[src/rtl/tmr16_pkg.sv]
package tmr16_pkg;

  // ------------------------------------------------------------
  // Register offsets (byte addresses)
  // ------------------------------------------------------------
  localparam logic [5:0] TMR16_CTRL_ADDR = 6'h00;
  localparam logic [5:0] TMR16_WAVE_ADDR = 6'h04;
  localparam logic [5:0] TMR16_DIR_ADDR = 6'h08;
  localparam logic [5:0] TMR16_BUFST_ADDR = 6'h0c;
  localparam logic [5:0] TMR16_COUNT_ADDR = 6'h10;
  localparam logic [5:0] TMR16_PERIOD_ADDR = 6'h14;
  localparam logic [5:0] TMR16_PERIOD_BUFFER_ADDR = 6'h18;
  localparam logic [5:0] TMR16_CMP_ADDR = 6'h1c;
  localparam logic [5:0] TMR16_CMPBUF_ADDR = 6'h28;
  localparam logic [5:0] TMR16_FLAGS_ADDR = 6'h34;

  // ------------------------------------------------------------
  // Field positions
  // ------------------------------------------------------------
  localparam int TMR16_EN_BIT = 0;
  localparam int TMR16_DIV_LSB = 1;
  localparam int TMR16_EVT_BIT = 4;
  localparam int TMR16_LOCK_BIT = 5;
  localparam int TMR16_MODE_LSB = 0;
  localparam int TMR16_OE_LSB = 4;
  localparam int TMR16_NCH = 3;

  // ------------------------------------------------------------
  // Reset values and counts
  // ------------------------------------------------------------
  localparam logic [15:0] TMR16_PERIOD_RST = 16'hffff;
  localparam logic [15:0] TMR16_ZERO16 = 16'h0000;
  localparam logic [9:0] TMR16_DIV_MAX = 10'h3ff;

  typedef enum logic [1:0] {
    TMR16_NORMAL,
    TMR16_FREQ,
    TMR16_SSPWM,
    TMR16_RSVD
  } tmr16_mode_e;

endpackage

[src/rtl/tmr16_core.sv]
// Operation
// - Event count enable makes events, not ticks, advance the counter.
// - Counter steps per tick, by direction in normal and reserved modes and up in frequency and single-slope modes, until peak or floor.
// - Counting up at peak, the counter returns to zero next tick.
// - Counting down at floor, the counter reloads the period value.
// - Software count write is immediate and beats any count step.
// - Direction writes accepted while running; counting follows new direction.
// - Period and compares have buffers; write sets valid, update clears it.
// - Compare and buffer both accessible; direct compare write bypasses buffer.
// - Unbuffered period write takes effect at once.
// - Period written below count while up-counting: counter wraps first.
// - Period buffer writable anytime; copied only at update point.
// - Compare equality sets channel flag on next timer tick.
// - Valid compare buffer moves to compare at update; used next count.
// - Output driven only with waveform mode and channel output enable.
// - Frequency mode: compare zero sets period; outputs toggle on match.
// - Frequency mode, compare zero 0, no prescale: toggle every clock.
// - Single-slope PWM: count floor to period; set at floor, clear on match.
// - Compare at floor gives steady low; above period gives steady high.
// - Update point at floor or peak by mode and, in normal mode, direction, unless transfer lock set.
// - Floor is count zero; peak is top of current count sequence.
//
// Local design decisions: the plain strobed port and the placing of the registers.
`timescale 1ns/1ns
module tmr16_core
  import tmr16_pkg::*;
(
  input wire logic ref_clk,
  input wire logic nrst,
  input wire logic [5:0] addr,
  input wire logic [31:0] wdata,
  input wire logic wr,
  input wire logic rd,
  output logic [31:0] rdata,
  input wire logic event_in,
  output logic [2:0] waveform_out_n,
  output logic [2:0] wave_drive_en
);

  typedef struct packed {
    logic enable;
    logic [2:0] clock_divider_select;
    logic event_count_enable;
    logic transfer_lock;
    logic [1:0] waveform_mode_select;
    logic [2:0] channel_output_enable;
    logic dir_down;
    logic [15:0] count;
    logic [15:0] period;
    logic [15:0] period_buffer;
    logic period_buffer_valid;
    logic [2:0][15:0] compare_n;
    logic [2:0][15:0] compare_n_buffer;
    logic [2:0] compare_buffer_valid;
    logic [2:0] match_flag;
    logic [2:0] wave;
    logic [9:0] div;
    logic [2:0] evt_sync;
    logic [31:0] rdata;
  } tmr16_state_s;

  tmr16_state_s st;
  tmr16_state_s next_st;

  // ------------------------------------------------------------
  // Helpers
  // ------------------------------------------------------------
  function automatic logic [9:0] div_mask(input logic [2:0] sel);
    case (sel)
      3'h0: div_mask = 10'h000;
      3'h1: div_mask = 10'h001;
      3'h2: div_mask = 10'h003;
      3'h3: div_mask = 10'h007;
      3'h4: div_mask = 10'h00f;
      3'h5: div_mask = 10'h03f;
      3'h6: div_mask = 10'h0ff;
      default: div_mask = TMR16_DIV_MAX;
    endcase
  endfunction

  function automatic logic [15:0] chan_addr(input logic [5:0] base, input int ch);
    chan_addr = {10'h000, base} + 16'(ch * 4);
  endfunction

  logic tick;
  logic [15:0] top;
  logic at_floor;
  logic at_peak;
  logic update;
  logic [2:0] match;
  tmr16_mode_e mode;

  always_comb begin
    mode = tmr16_mode_e'(st.waveform_mode_select);
    // Divider gives a one-cycle enable, never a derived clock
    if (st.event_count_enable) begin
      tick = st.enable && st.evt_sync[1] && !st.evt_sync[2];
    end else begin
      tick = st.enable && ((st.div & div_mask(st.clock_divider_select)) == 10'h000);
    end
    top = (mode == TMR16_FREQ) ? st.compare_n[0] : st.period;
    at_floor = (st.count == TMR16_ZERO16);
    at_peak = (st.count == top);
    // Single-slope and frequency update at peak, normal at floor or peak by direction
    if (mode == TMR16_NORMAL) begin
      update = tick && (st.dir_down ? at_floor : at_peak);
    end else begin
      update = tick && at_peak;
    end
    for (int i = 0; i < TMR16_NCH; i++) begin
      match[i] = (st.count == st.compare_n[i]);
    end
  end

  always_comb begin
    next_st = st;
    next_st.evt_sync = {st.evt_sync[1:0], event_in};
    next_st.div = st.enable ? st.div + 10'h001 : 10'h000;
    next_st.rdata = 32'h0000_0000;

    // ------------------------------------------------------------
    // Counting
    // ------------------------------------------------------------
    if (tick) begin
      if (mode == TMR16_SSPWM || mode == TMR16_FREQ) begin
        next_st.count = at_peak ? TMR16_ZERO16 : st.count + 16'h0001;
      end else if (st.dir_down) begin
        next_st.count = at_floor ? st.period : st.count - 16'h0001;
      end else begin
        // Equality only: a period below count runs on to 0xffff and wraps
        next_st.count = at_peak ? TMR16_ZERO16 : st.count + 16'h0001;
      end
      for (int i = 0; i < TMR16_NCH; i++) begin
        // Flag lands on the tick after the count reached the compare value
        if (match[i]) begin
          next_st.match_flag[i] = 1'b1;
        end
        case (mode)
          TMR16_FREQ: begin
            if (match[i]) begin
              next_st.wave[i] = !st.wave[i];
            end
          end
          TMR16_SSPWM: begin
            // Clear wins at floor, so compare at floor stays low
            if (match[i]) begin
              next_st.wave[i] = 1'b0;
            end else if (at_floor) begin
              next_st.wave[i] = 1'b1;
            end
          end
          default: next_st.wave[i] = 1'b0;
        endcase
      end
    end

    // ------------------------------------------------------------
    // Update point
    // ------------------------------------------------------------
    if (update && !st.transfer_lock) begin
      if (st.period_buffer_valid) begin
        next_st.period = st.period_buffer;
        next_st.period_buffer_valid = 1'b0;
      end
      for (int i = 0; i < TMR16_NCH; i++) begin
        if (st.compare_buffer_valid[i]) begin
          next_st.compare_n[i] = st.compare_n_buffer[i];
          next_st.compare_buffer_valid[i] = 1'b0;
        end
      end
    end

    // ------------------------------------------------------------
    // Register writes, applied last so software wins, except a flag clear
    // ------------------------------------------------------------
    if (wr) begin
      case (addr)
        TMR16_CTRL_ADDR: begin
          next_st.enable = wdata[TMR16_EN_BIT];
          next_st.clock_divider_select = wdata[TMR16_DIV_LSB +: 3];
          next_st.event_count_enable = wdata[TMR16_EVT_BIT];
          next_st.transfer_lock = wdata[TMR16_LOCK_BIT];
        end
        TMR16_WAVE_ADDR: begin
          next_st.waveform_mode_select = wdata[TMR16_MODE_LSB +: 2];
          next_st.channel_output_enable = wdata[TMR16_OE_LSB +: 3];
        end
        TMR16_DIR_ADDR: next_st.dir_down = wdata[0];
        TMR16_COUNT_ADDR: next_st.count = wdata[15:0];
        TMR16_PERIOD_ADDR: next_st.period = wdata[15:0];
        TMR16_PERIOD_BUFFER_ADDR: begin
          next_st.period_buffer = wdata[15:0];
          next_st.period_buffer_valid = 1'b1;
        end
        TMR16_FLAGS_ADDR: begin
          // Set wins over a clear landing in the same cycle
          for (int i = 0; i < TMR16_NCH; i++) begin
            if (wdata[i] && !(tick && match[i])) begin
              next_st.match_flag[i] = 1'b0;
            end
          end
        end
        default: begin
          for (int i = 0; i < TMR16_NCH; i++) begin
            if (16'(addr) == chan_addr(TMR16_CMP_ADDR, i)) begin
              next_st.compare_n[i] = wdata[15:0];
            end
            if (16'(addr) == chan_addr(TMR16_CMPBUF_ADDR, i)) begin
              next_st.compare_n_buffer[i] = wdata[15:0];
              next_st.compare_buffer_valid[i] = 1'b1;
            end
          end
        end
      endcase
    end

    // ------------------------------------------------------------
    // Register reads, unmapped read zero
    // ------------------------------------------------------------
    if (rd) begin
      case (addr)
        TMR16_CTRL_ADDR: next_st.rdata = {26'h0, st.transfer_lock, st.event_count_enable,
          st.clock_divider_select, st.enable};
        TMR16_WAVE_ADDR: next_st.rdata = {25'h0, st.channel_output_enable, 2'h0,
          st.waveform_mode_select};
        TMR16_DIR_ADDR: next_st.rdata = {31'h0, st.dir_down};
        TMR16_BUFST_ADDR: next_st.rdata = {28'h0, st.compare_buffer_valid,
          st.period_buffer_valid};
        TMR16_COUNT_ADDR: next_st.rdata = {16'h0, st.count};
        TMR16_PERIOD_ADDR: next_st.rdata = {16'h0, st.period};
        TMR16_PERIOD_BUFFER_ADDR: next_st.rdata = {16'h0, st.period_buffer};
        TMR16_FLAGS_ADDR: next_st.rdata = {29'h0, st.match_flag};
        default: begin
          for (int i = 0; i < TMR16_NCH; i++) begin
            if (16'(addr) == chan_addr(TMR16_CMP_ADDR, i)) begin
              next_st.rdata = {16'h0, st.compare_n[i]};
            end
            if (16'(addr) == chan_addr(TMR16_CMPBUF_ADDR, i)) begin
              next_st.rdata = {16'h0, st.compare_n_buffer[i]};
            end
          end
        end
      endcase
    end
  end

  always_ff @(posedge ref_clk or negedge nrst) begin
    if (!nrst) begin
      st <= '0;
      st.period <= TMR16_PERIOD_RST;
    end else begin
      st <= next_st;
    end
  end

  // ------------------------------------------------------------
  // Outputs
  // ------------------------------------------------------------
  logic wave_active;
  assign wave_active = (mode == TMR16_FREQ) || (mode == TMR16_SSPWM);
  assign wave_drive_en = wave_active ? st.channel_output_enable : 3'h0;
  assign waveform_out_n = st.wave & wave_drive_en;
  assign rdata = st.rdata;

  // ------------------------------------------------------------
  // Checks
  // ------------------------------------------------------------
  chk_count_write: assert property (@(posedge ref_clk) disable iff (!nrst)
    wr && addr == TMR16_COUNT_ADDR |=> st.count == $past(wdata[15:0]))
    else $error("count write not immediate");
  chk_up_wrap: assert property (@(posedge ref_clk) disable iff (!nrst)
    tick && !st.dir_down && mode == TMR16_NORMAL && at_peak && !wr |=> st.count == 16'h0000)
    else $error("no wrap at peak");
  chk_down_reload: assert property (@(posedge ref_clk) disable iff (!nrst)
    tick && st.dir_down && mode == TMR16_NORMAL && at_floor && !wr
    |=> st.count == $past(st.period))
    else $error("no reload at floor");
  chk_up_step: assert property (@(posedge ref_clk) disable iff (!nrst)
    tick && !st.dir_down && !at_peak && !wr |=> st.count == $past(st.count) + 16'h0001)
    else $error("bad up step");
  chk_idle_hold: assert property (@(posedge ref_clk) disable iff (!nrst)
    !st.enable && !wr |=> $stable(st.count))
    else $error("count moved while disabled");
  chk_buf_valid: assert property (@(posedge ref_clk) disable iff (!nrst)
    wr && addr == TMR16_PERIOD_BUFFER_ADDR |=> st.period_buffer_valid)
    else $error("buffer valid not set");
  chk_lock_hold: assert property (@(posedge ref_clk) disable iff (!nrst)
    st.transfer_lock && !wr |=> $stable(st.compare_n))
    else $error("compare changed while locked");
  chk_match_flag: assert property (@(posedge ref_clk) disable iff (!nrst)
    tick && match[0] |=> st.match_flag[0])
    else $error("match flag missing");
  chk_pin_gate: assert property (@(posedge ref_clk) disable iff (!nrst)
    !st.channel_output_enable[0] |-> !waveform_out_n[0])
    else $error("pin driven while disabled");
  chk_freq_toggle: assert property (@(posedge ref_clk) disable iff (!nrst)
    tick && mode == TMR16_FREQ && match[1] |=> st.wave[1] != $past(st.wave[1]))
    else $error("no toggle on match");
  chk_period_write: assert property (@(posedge ref_clk) disable iff (!nrst)
    wr && addr == TMR16_PERIOD_ADDR |=> st.period == $past(wdata[15:0]))
    else $error("period write not immediate");
  chk_cmp_write: assert property (@(posedge ref_clk) disable iff (!nrst)
    wr && addr == TMR16_CMP_ADDR |=> st.compare_n[0] == $past(wdata[15:0]))
    else $error("direct compare write lost");
  chk_dir_write: assert property (@(posedge ref_clk) disable iff (!nrst)
    wr && addr == TMR16_DIR_ADDR |=> st.dir_down == $past(wdata[0]))
    else $error("direction write lost");
  chk_down_step: assert property (@(posedge ref_clk) disable iff (!nrst)
    tick && st.dir_down && mode == TMR16_NORMAL && !at_floor && !wr
    |=> st.count == $past(st.count) - 16'h0001)
    else $error("bad down step");
  chk_event_only: assert property (@(posedge ref_clk) disable iff (!nrst)
    st.event_count_enable && !(st.evt_sync[1] && !st.evt_sync[2]) && !wr
    |=> $stable(st.count))
    else $error("count moved without event");
  chk_period_buffer_copy: assert property (@(posedge ref_clk) disable iff (!nrst)
    update && !st.transfer_lock && st.period_buffer_valid && !wr
    |=> st.period == $past(st.period_buffer) && !st.period_buffer_valid)
    else $error("period buffer not copied");
  chk_cmpbuf_copy: assert property (@(posedge ref_clk) disable iff (!nrst)
    update && !st.transfer_lock && st.compare_buffer_valid[1] && !wr
    |=> st.compare_n[1] == $past(st.compare_n_buffer[1]))
    else $error("compare buffer not copied");
  chk_no_early_copy: assert property (@(posedge ref_clk) disable iff (!nrst)
    !update && !wr |=> $stable(st.period))
    else $error("period changed off update");
  chk_freq_top: assert property (@(posedge ref_clk) disable iff (!nrst)
    tick && mode == TMR16_FREQ && st.count == st.compare_n[0] && !wr
    |=> st.count == 16'h0000)
    else $error("compare zero did not end period");
  chk_pwm_set: assert property (@(posedge ref_clk) disable iff (!nrst)
    tick && mode == TMR16_SSPWM && at_floor && !match[0] |=> st.wave[0])
    else $error("output not set at floor");
  chk_pwm_low: assert property (@(posedge ref_clk) disable iff (!nrst)
    tick && mode == TMR16_SSPWM && match[1] |=> !st.wave[1])
    else $error("output not cleared on match");
  chk_div_tick: assert property (@(posedge ref_clk) disable iff (!nrst)
    tick && !st.event_count_enable && st.clock_divider_select != 3'h0 && !wr
    |=> !tick)
    else $error("divided tick longer than one cycle");

  cov_wrap: cover property (@(posedge ref_clk) tick && at_peak && !st.dir_down);
  cov_update: cover property (@(posedge ref_clk) update && st.period_buffer_valid);
  cov_pwm: cover property (@(posedge ref_clk) mode == TMR16_SSPWM && $rose(st.wave[0]));
  cov_event: cover property (@(posedge ref_clk) tick && st.event_count_enable);
  cov_flag: cover property (@(posedge ref_clk) tick && match[2]);

endmodule

[config.mk]
export PLATFORM = sky130hd
export DESIGN_NAME = tmr16_core
export DESIGN_NICKNAME = d
export VERILOG_FILES = /design/src/rtl/tmr16_pkg.sv /design/src/rtl/tmr16_core.sv
export SDC_FILE = /design/constraint.sdc
export NUM_CORES = 1
export LEC_CHECK = 0
export BUFFER_PORTS_ARGS = -buffer_cell sky130_fd_sc_hd__buf_2
export CAP_MARGIN = 20
export CORE_MARGIN = 10
export CORE_UTILIZATION = 60
export CTS_CLUSTER_SIZE = 25
export DETAILED_ROUTE_END_ITERATION = 6
export PLACE_DENSITY = 0.85
export SLEW_MARGIN = 0
export SYNTH_ARGS = -nofsm -noshare
export SYNTH_HDL_FRONTEND = slang
export SYNTH_SLANG_ARGS = --single-unit
[constraint.sdc]
create_clock -name ref_clk -period 3.6 [get_ports ref_clk]
set_input_delay 0.36 -clock ref_clk [delete_from_list [all_inputs] [get_ports ref_clk]]
set_output_delay 0.36 -clock ref_clk [all_outputs]
set_load 0.03 [all_outputs]
==> results.cfg, run 1 <==
[run_status]
outcome = complete, but fails checks
violations = design-rule violations

[logic_synthesis]
synth_ff_type = dfrtp_1
synth-seq-area-share = 0.427
avgSynthCellArea_sq_um = 9.77
yosysWarnings = 0
netlist_area_sq_mm = 0.0115
synth_cell_type_count = 71
ys_async_sr_fraction = 1.00
ys_seq_elements = 195
netlist_instances = 1173
synth_edf_count = 0

[setup_path]
critPathArrivalTime_ps = 3400
worstSetupPathType = reg -> reg
r2r_cells = 10
r2r_setup_slack_ps = 480
timing.critical_path.to = st[187]
crit_fanout = 17
crit_start = mode[1]
reg2reg_from = mode[1]
reg2reg_to = st[187]
required_ps = 3880
worst_setup_path_start_kind = flip-flop
endpoint_kind = flip-flop

[layout]
post-route-util = 0.657
nets = 1221
fillers = 1394
multi_input_area_sq_mm = 0.00587
seq_area_sq_mm = 0.00490
drive_above_1_share = 0.188
syn_to_final_growth_pct = 7.50

[place]
post-dp-hpwl_um = 23100
portBuffers = 48
globalplace.congestion = 1.04

[floorplanning]
fp.dieArea_sq_mm = 0.0250
start_util = 0.611
coreArea_sq_mm = 0.0188
rows = 50
io_pins = 81
die_x_um = 158
fp.dieH_um = 158

[timing]
slew_viol_final = 0
skew_ps = 9.85
setup_tns_ps = 0
relSlewSlack = 0.272
period_minus_slack_ps = 3120
period_share = 0.866
worst_slew_pin_slew_ps = 1090
max_freq_mhz = 321
finalHoldViolations = 0
rsz0062_at_grt = no
fin_hold_ws_ps = 14.9
setup_viol = 0

[cts]
insertion_delay_ps = 450
ctsResizeCount = 0
clockBufferDepth = 2
cts_setup_buffers = 0
htreeDepth = 4
cts.sinks = 195
clk_pin_slew_ps = 70
numCtsBuffers = 17
cts_root_buf = clkbuf_16
hold_buffers = 0
cts_tree = done

[routing]
drt_iter0_drc = 1463
wirelength_um = 33900
drt-vias-per-instance = 6.88
first_pass_iters = 7
routedWlPerCell_um = 23.9
drcViolationCount = 2
ant_nets = 0
vias = 9761

[global_route]
grt_pass1_vias = 9437
antenna_found_initial = 1
grt_max_degree = 108
overflow = 0
grt_usage = 0.272
grt_pass1_wl_um = 53200

[pwr]
ir_drop_mv = 0.458
static-leakage-power_nw = 5.05
power_w = 0.00661
power.density_mw_per_mm2 = 536

[min_path]
min_path_type = in -> reg
worstHoldPathCells = 1

[run]
maxCapViolations = 0
placed cells by master (no fill, tap or decap), types with 4 or more instances in the layout:
master,instances
buf_4,41
nor2b_1,7
o21ai_0,46
nand2_1,69
xor2_1,59
nand2b_1,4
and2_1,17
inv_6,4
dfstp_2,16
nor3_1,10
a211oi_1,4
nand4_1,13
buf_2,47
a21oi_1,85
clkbuf_16,17
a222oi_1,14
xnor2_1,22
or4_1,5
nor2_1,111
o22ai_1,4
a221oi_1,15
a21o_1,4
inv_1,15
or3_1,6
mux2i_1,83
ha_1,7
a22oi_1,34
nand3_1,32
o21ai_4,4
conb_1,16
dfrtp_1,179
a31oi_1,27
a22o_1,6
nor4_1,19
and3_1,10
mux2_2,68
final cells by class:
| cell class | count | share of cell area |
|---|---|---|
| clock buffer | 20 | 0.0371 |
| antenna | 1 | 0.000203 |
| multi-input combinational | 851 | 0.476 |
| clock inverter | 12 | 0.0117 |
| inverter | 15 | 0.00457 |
| tap | 234 | 0.0238 |
| sequential | 195 | 0.398 |
| timing repair buffer | 91 | 0.0490 |
registers in the layout, indices dropped and copies added (netlist names):
| register | count |
|---|---|
| mode | 2 |
| next_st | 2 |
| rdata | 16 |
| st | 175 |
metrics by stage:
step | cells | cell area (sq um) | setup WS, ps
final | 1419 | 12300 | 483
after global routing | 1419 | 12300 | 325
after CTS | 1417 | 12300 | 546
after detailed placement | 1385 | 11700 | 560
after global placement | 1385 | 11700 | 641
after floorplan | 1188 | 11500 | 940
cells in the mapped netlist, types with 17 or more instances:
library cell	n	area share
and2_1	17	0.0093
nor2_1	111	0.036
xor2_1	59	0.045
dfrtp_1	179	0.39
buf_4	32	0.021
a21oi_1	85	0.037
clkbuf_1	58	0.019
nor4_1	19	0.010
a31oi_1	27	0.015
mux2_2	68	0.067
mux2i_1	83	0.072
nand3_1	32	0.014
nand2_1	69	0.023
a22oi_1	34	0.022
xnor2_1	22	0.017
o21ai_0	46	0.020
routing by layer:
layer / up-vias / track usage / part of all wire
li1: 4188 / - / -
met1: 4734 / 0.359 / 0.38
met2: 708 / 0.421 / 0.46
met3: 131 / 0.0507 / 0.12
met4: 0 / 0.135 / 0.041
met5: - / 0 / 0
power breakdown:
group	switching, W	internal (W)	total [W]
Combinational	0.000961	0.000697	0.00166
Clock	0.000906	0.00108	0.00199
Sequential	0.000455	0.00251	0.00297
cells by family (layout without fill, tap and decap cells):
family,after synthesis,in the layout,share of synthesized area
flip-flops,195,195,0.427
AND/OR/NAND/NOR,321,321,0.137
adder cells (fa/ha/maj),7,7,0.00764
XOR/XNOR,81,81,0.0619
buffers and inverters,142,138,0.0666
AO/OA/AOI/OAI,275,275,0.159
multiplexers,151,151,0.139
other,1,17,0.000327
worst min path at each step:
stage / start / to
after CTS: event_in / next_st[33]
after global routing: event_in / next_st[33]
after global placement: next_st[33] / next_st[34]
after floorplan: nrst / mode[0]
final: event_in / next_st[33]
after detailed placement: next_st[33] / next_st[34]
worst max-delay path: stages (launching register included):
cell and delay [ps]:
dfrtp_1 420, inv_1 90, ha_1 140, buf_4 270
mux2i_1 270, xnor2_1 120, nor4_2 360, nand4_4 310
and2_0 410, a221oi_1 390, o22ai_1 160
Note: power is estimated with default switching activity, not from simulation.
==> run 2, diff against run 1 <==
--- a/config.mk
+++ b/config.mk
@@ -5,6 +5,7 @@
 export SDC_FILE = /design/constraint.sdc
 export NUM_CORES = 1
 export LEC_CHECK = 0
+export ABC_AREA = 1
 export BUFFER_PORTS_ARGS = -buffer_cell sky130_fd_sc_hd__buf_2
 export CAP_MARGIN = 20
 export CORE_MARGIN = 10
==> results.cfg, run 2 <==
[run_status]
outcome = complete, but fails checks
violations = design-rule violations

[pwr]
power.density_mw_per_mm2 = 704
static-leakage-power_nw = 6.87
ir_drop_mv = 0.364
power_w = 0.00953

[timing]
fin_hold_ws_ps = 5.04
max_freq_mhz = 308
rsz0062_at_grt = no
relSlewSlack = 0.361
setup_tns_ps = 0
period_minus_slack_ps = 3250
worst_slew_pin_slew_ps = 958
setup_viol = 0
skew_ps = 14.7
finalHoldViolations = 0
slew_viol_final = 0
period_share = 0.903

[routing]
vias = 13023
ant_nets = 0
drt-vias-per-instance = 6.06
first_pass_iters = 7
drcViolationCount = 3
wirelength_um = 43500
drt_iter0_drc = 1702
routedWlPerCell_um = 20.2

[layout]
largest_reg_flops = 175
drive_above_1_share = 0.0932
antenna_cells = 0
final_cell_area_sq_mm = 0.0135
top_register = st
multi_input_area_sq_mm = 0.00619
final_cell_mix = nand2_1, inv_1, dfrtp_1
seq_area_sq_mm = 0.00490
fillers = 1812
syn_to_final_growth_pct = 7.57
layout_commonest_cell = nand2_1
nets = 1915

[logic_synthesis]
synth_xor_area_frac = 0.0264
yosys.area.top_type_share = 0.356
yosysTopAreaCell = dfrtp_1
synth-seq-area-share = 0.389
netlist_area_sq_mm = 0.0126
synthMuxAreaShare = 0
yosys-top-cells-count = nand2_1, inv_1, dfrtp_1
synth_cell_type_count = 41
avgSynthCellArea_sq_um = 6.78
ys_seq_elements = 195
yosysWarnings = 0
synth_edf_count = 0
synth_fa_ha_area_frac = 0.00696
netlist_instances = 1856
synth_ff_type = dfrtp_1
synthSimpleGateAreaFrac = 0.310
yosysMostFrequentCell = nand2_1
synthTopCellsByArea = dfrtp_1, nand2_1, inv_1, o21ai_0, nand3_1
synth-compound-area-share = 0.144
ys_async_sr_fraction = 1.00
synth_top_family_by_area = simple AND/OR/NAND/NOR gates

[floorplanning]
fp.dieArea_sq_mm = 0.0272
io_pins = 81
rows = 52
start_util = 0.616
die_x_um = 165
fp.dieH_um = 165
coreArea_sq_mm = 0.0204

[global_route]
antenna_found_initial = 2
grt_usage = 0.322
grt_pass1_vias = 12231
gr-usage-met3 = 0.0742
overflow = 0
grt_max_degree = 114
use_met1 = 0.408
top_usage_layer = met2
grt_pass1_wl_um = 67900
met2_usage = 0.495

[setup_path]
critPathMaxStageDelay_ps = 410
worstSetupPathType = reg -> reg
endpoint_kind = flip-flop
crit_chain = inv_1, ha_1, inv_2, nand2_1, nand2_1, nand2_1, nand2_1, nor2_1, nand2_1, nor2_1, nand2_1, nand2_2, nand2_2, buf_4, nand2_1, o21ai_1, nand2_1, nand2_1
crit_fanout = 38
worst_setup_path_start_kind = flip-flop
r2r_cells = 18
cpLargestDelayFamily = simple AND/OR/NAND/NOR gates
required_ps = 3990
path_buf_inv = 3
crit_slowest_cell = buf_4
worstSetupPathDepth = 18
critPathArrivalTime_ps = 3640
cp_common_cell = nand2_1

[cts]
htreeDepth = 4
insertion_delay_ps = 460
cts.sinks = 195
clk_pin_slew_ps = 90
cts_root_buf = clkbuf_16
cts_tree = done
cts_setup_buffers = 0
ctsResizeCount = 0
hold_buffers = 0
numCtsBuffers = 17
clockBufferDepth = 2

[run]
maxCapViolations = 0

[place]
placed_cell_area_sq_mm = 0.0130
post-dp-hpwl_um = 31200
portBuffers = 48
globalplace.congestion = 1.03

[min_path]
min_path_type = in -> reg
worstHoldPathCells = 1
==> run 2: cell count changes after synthesis, moves of 26 or more <==
cell,before,now
mux2_2,68,0
nand4_1,13,49
mux2i_1,83,0
inv_1,15,222
nand3_1,32,150
nand2_1,69,576
a22oi_1,34,8
xor2_1,59,22
o21ai_0,46,164
==> run 2: final timing paths <==
path | slack [ps] | startpoint | end
setup / recovery | 350 | mode[1] | st[167]
hold / removal | 5 | event_in | next_st[33]
setup reg to reg | 350 | mode[1] | st[167]
hold reg to reg | 350 | next_st[33] | next_st[34]
max in group asynchronous | 2620 | nrst | st[176]
min in group asynchronous | 60 | nrst | st[197]
==> run 2: kinds of logic after synthesis <==
logic type	after synthesis
other cells	1
simple gates	928
xor+xnor	38
compound gates	327
fa+ha+maj	7
flops	195
buf+inv	360
==> run 2: cell type report <==
class                      count  share of cell area
sequential                   195               0.362
timing repair buffer          99              0.0479
clock inverter                13              0.0102
inverter                     236              0.0655
tap                          270              0.0249
multi-input combinational   1316               0.457
clock buffer                  19              0.0327
==> run 2: report_power, final <==
| group | total [W] | switching [W] | leakage, nW | internal (W) |
|---|---|---|---|---|
| registers | 0.00363 | 0.000745 | 2.34 | 0.00288 |
| logic | 0.00397 | 0.00262 | 4.25 | 0.00135 |
| clock network | 0.00193 | 0.000989 | 0.282 | 0.000946 |
==> run 2: routing by layer <==
layer  vias to the layer above  wire length, um
met3                       195             5090
met4                         4             2810
met5                         -               21
met2                       870            19200
li1                       5955                -
met1                      5999            16400
==> run 2: through the flow <==
| stage | worst slack [ps] | utilization | std cells |
|---|---|---|---|
| 6_report | 350 | 0.663 | 2148 |
| 5_1_grt | 153 | 0.663 | 2148 |
| 4_1_cts | 506 | 0.663 | 2148 |
| 3_5_place_dp | 531 | 0.635 | 2116 |
| 3_3_place_gp | 401 | 0.634 | 2115 |
| 2_1_floorplan | 1420 | - | 1871 |
==> run 2: worst register-to-register path: cells and delay by family, from the launching register on <==
kind,cells,cell delay [ps]
buffers and inverters,3,830
AND/OR/NAND/NOR,13,1650
flip-flops,1,380
AO/OA/AOI/OAI,1,110
adder cells (fa/ha/maj),1,210
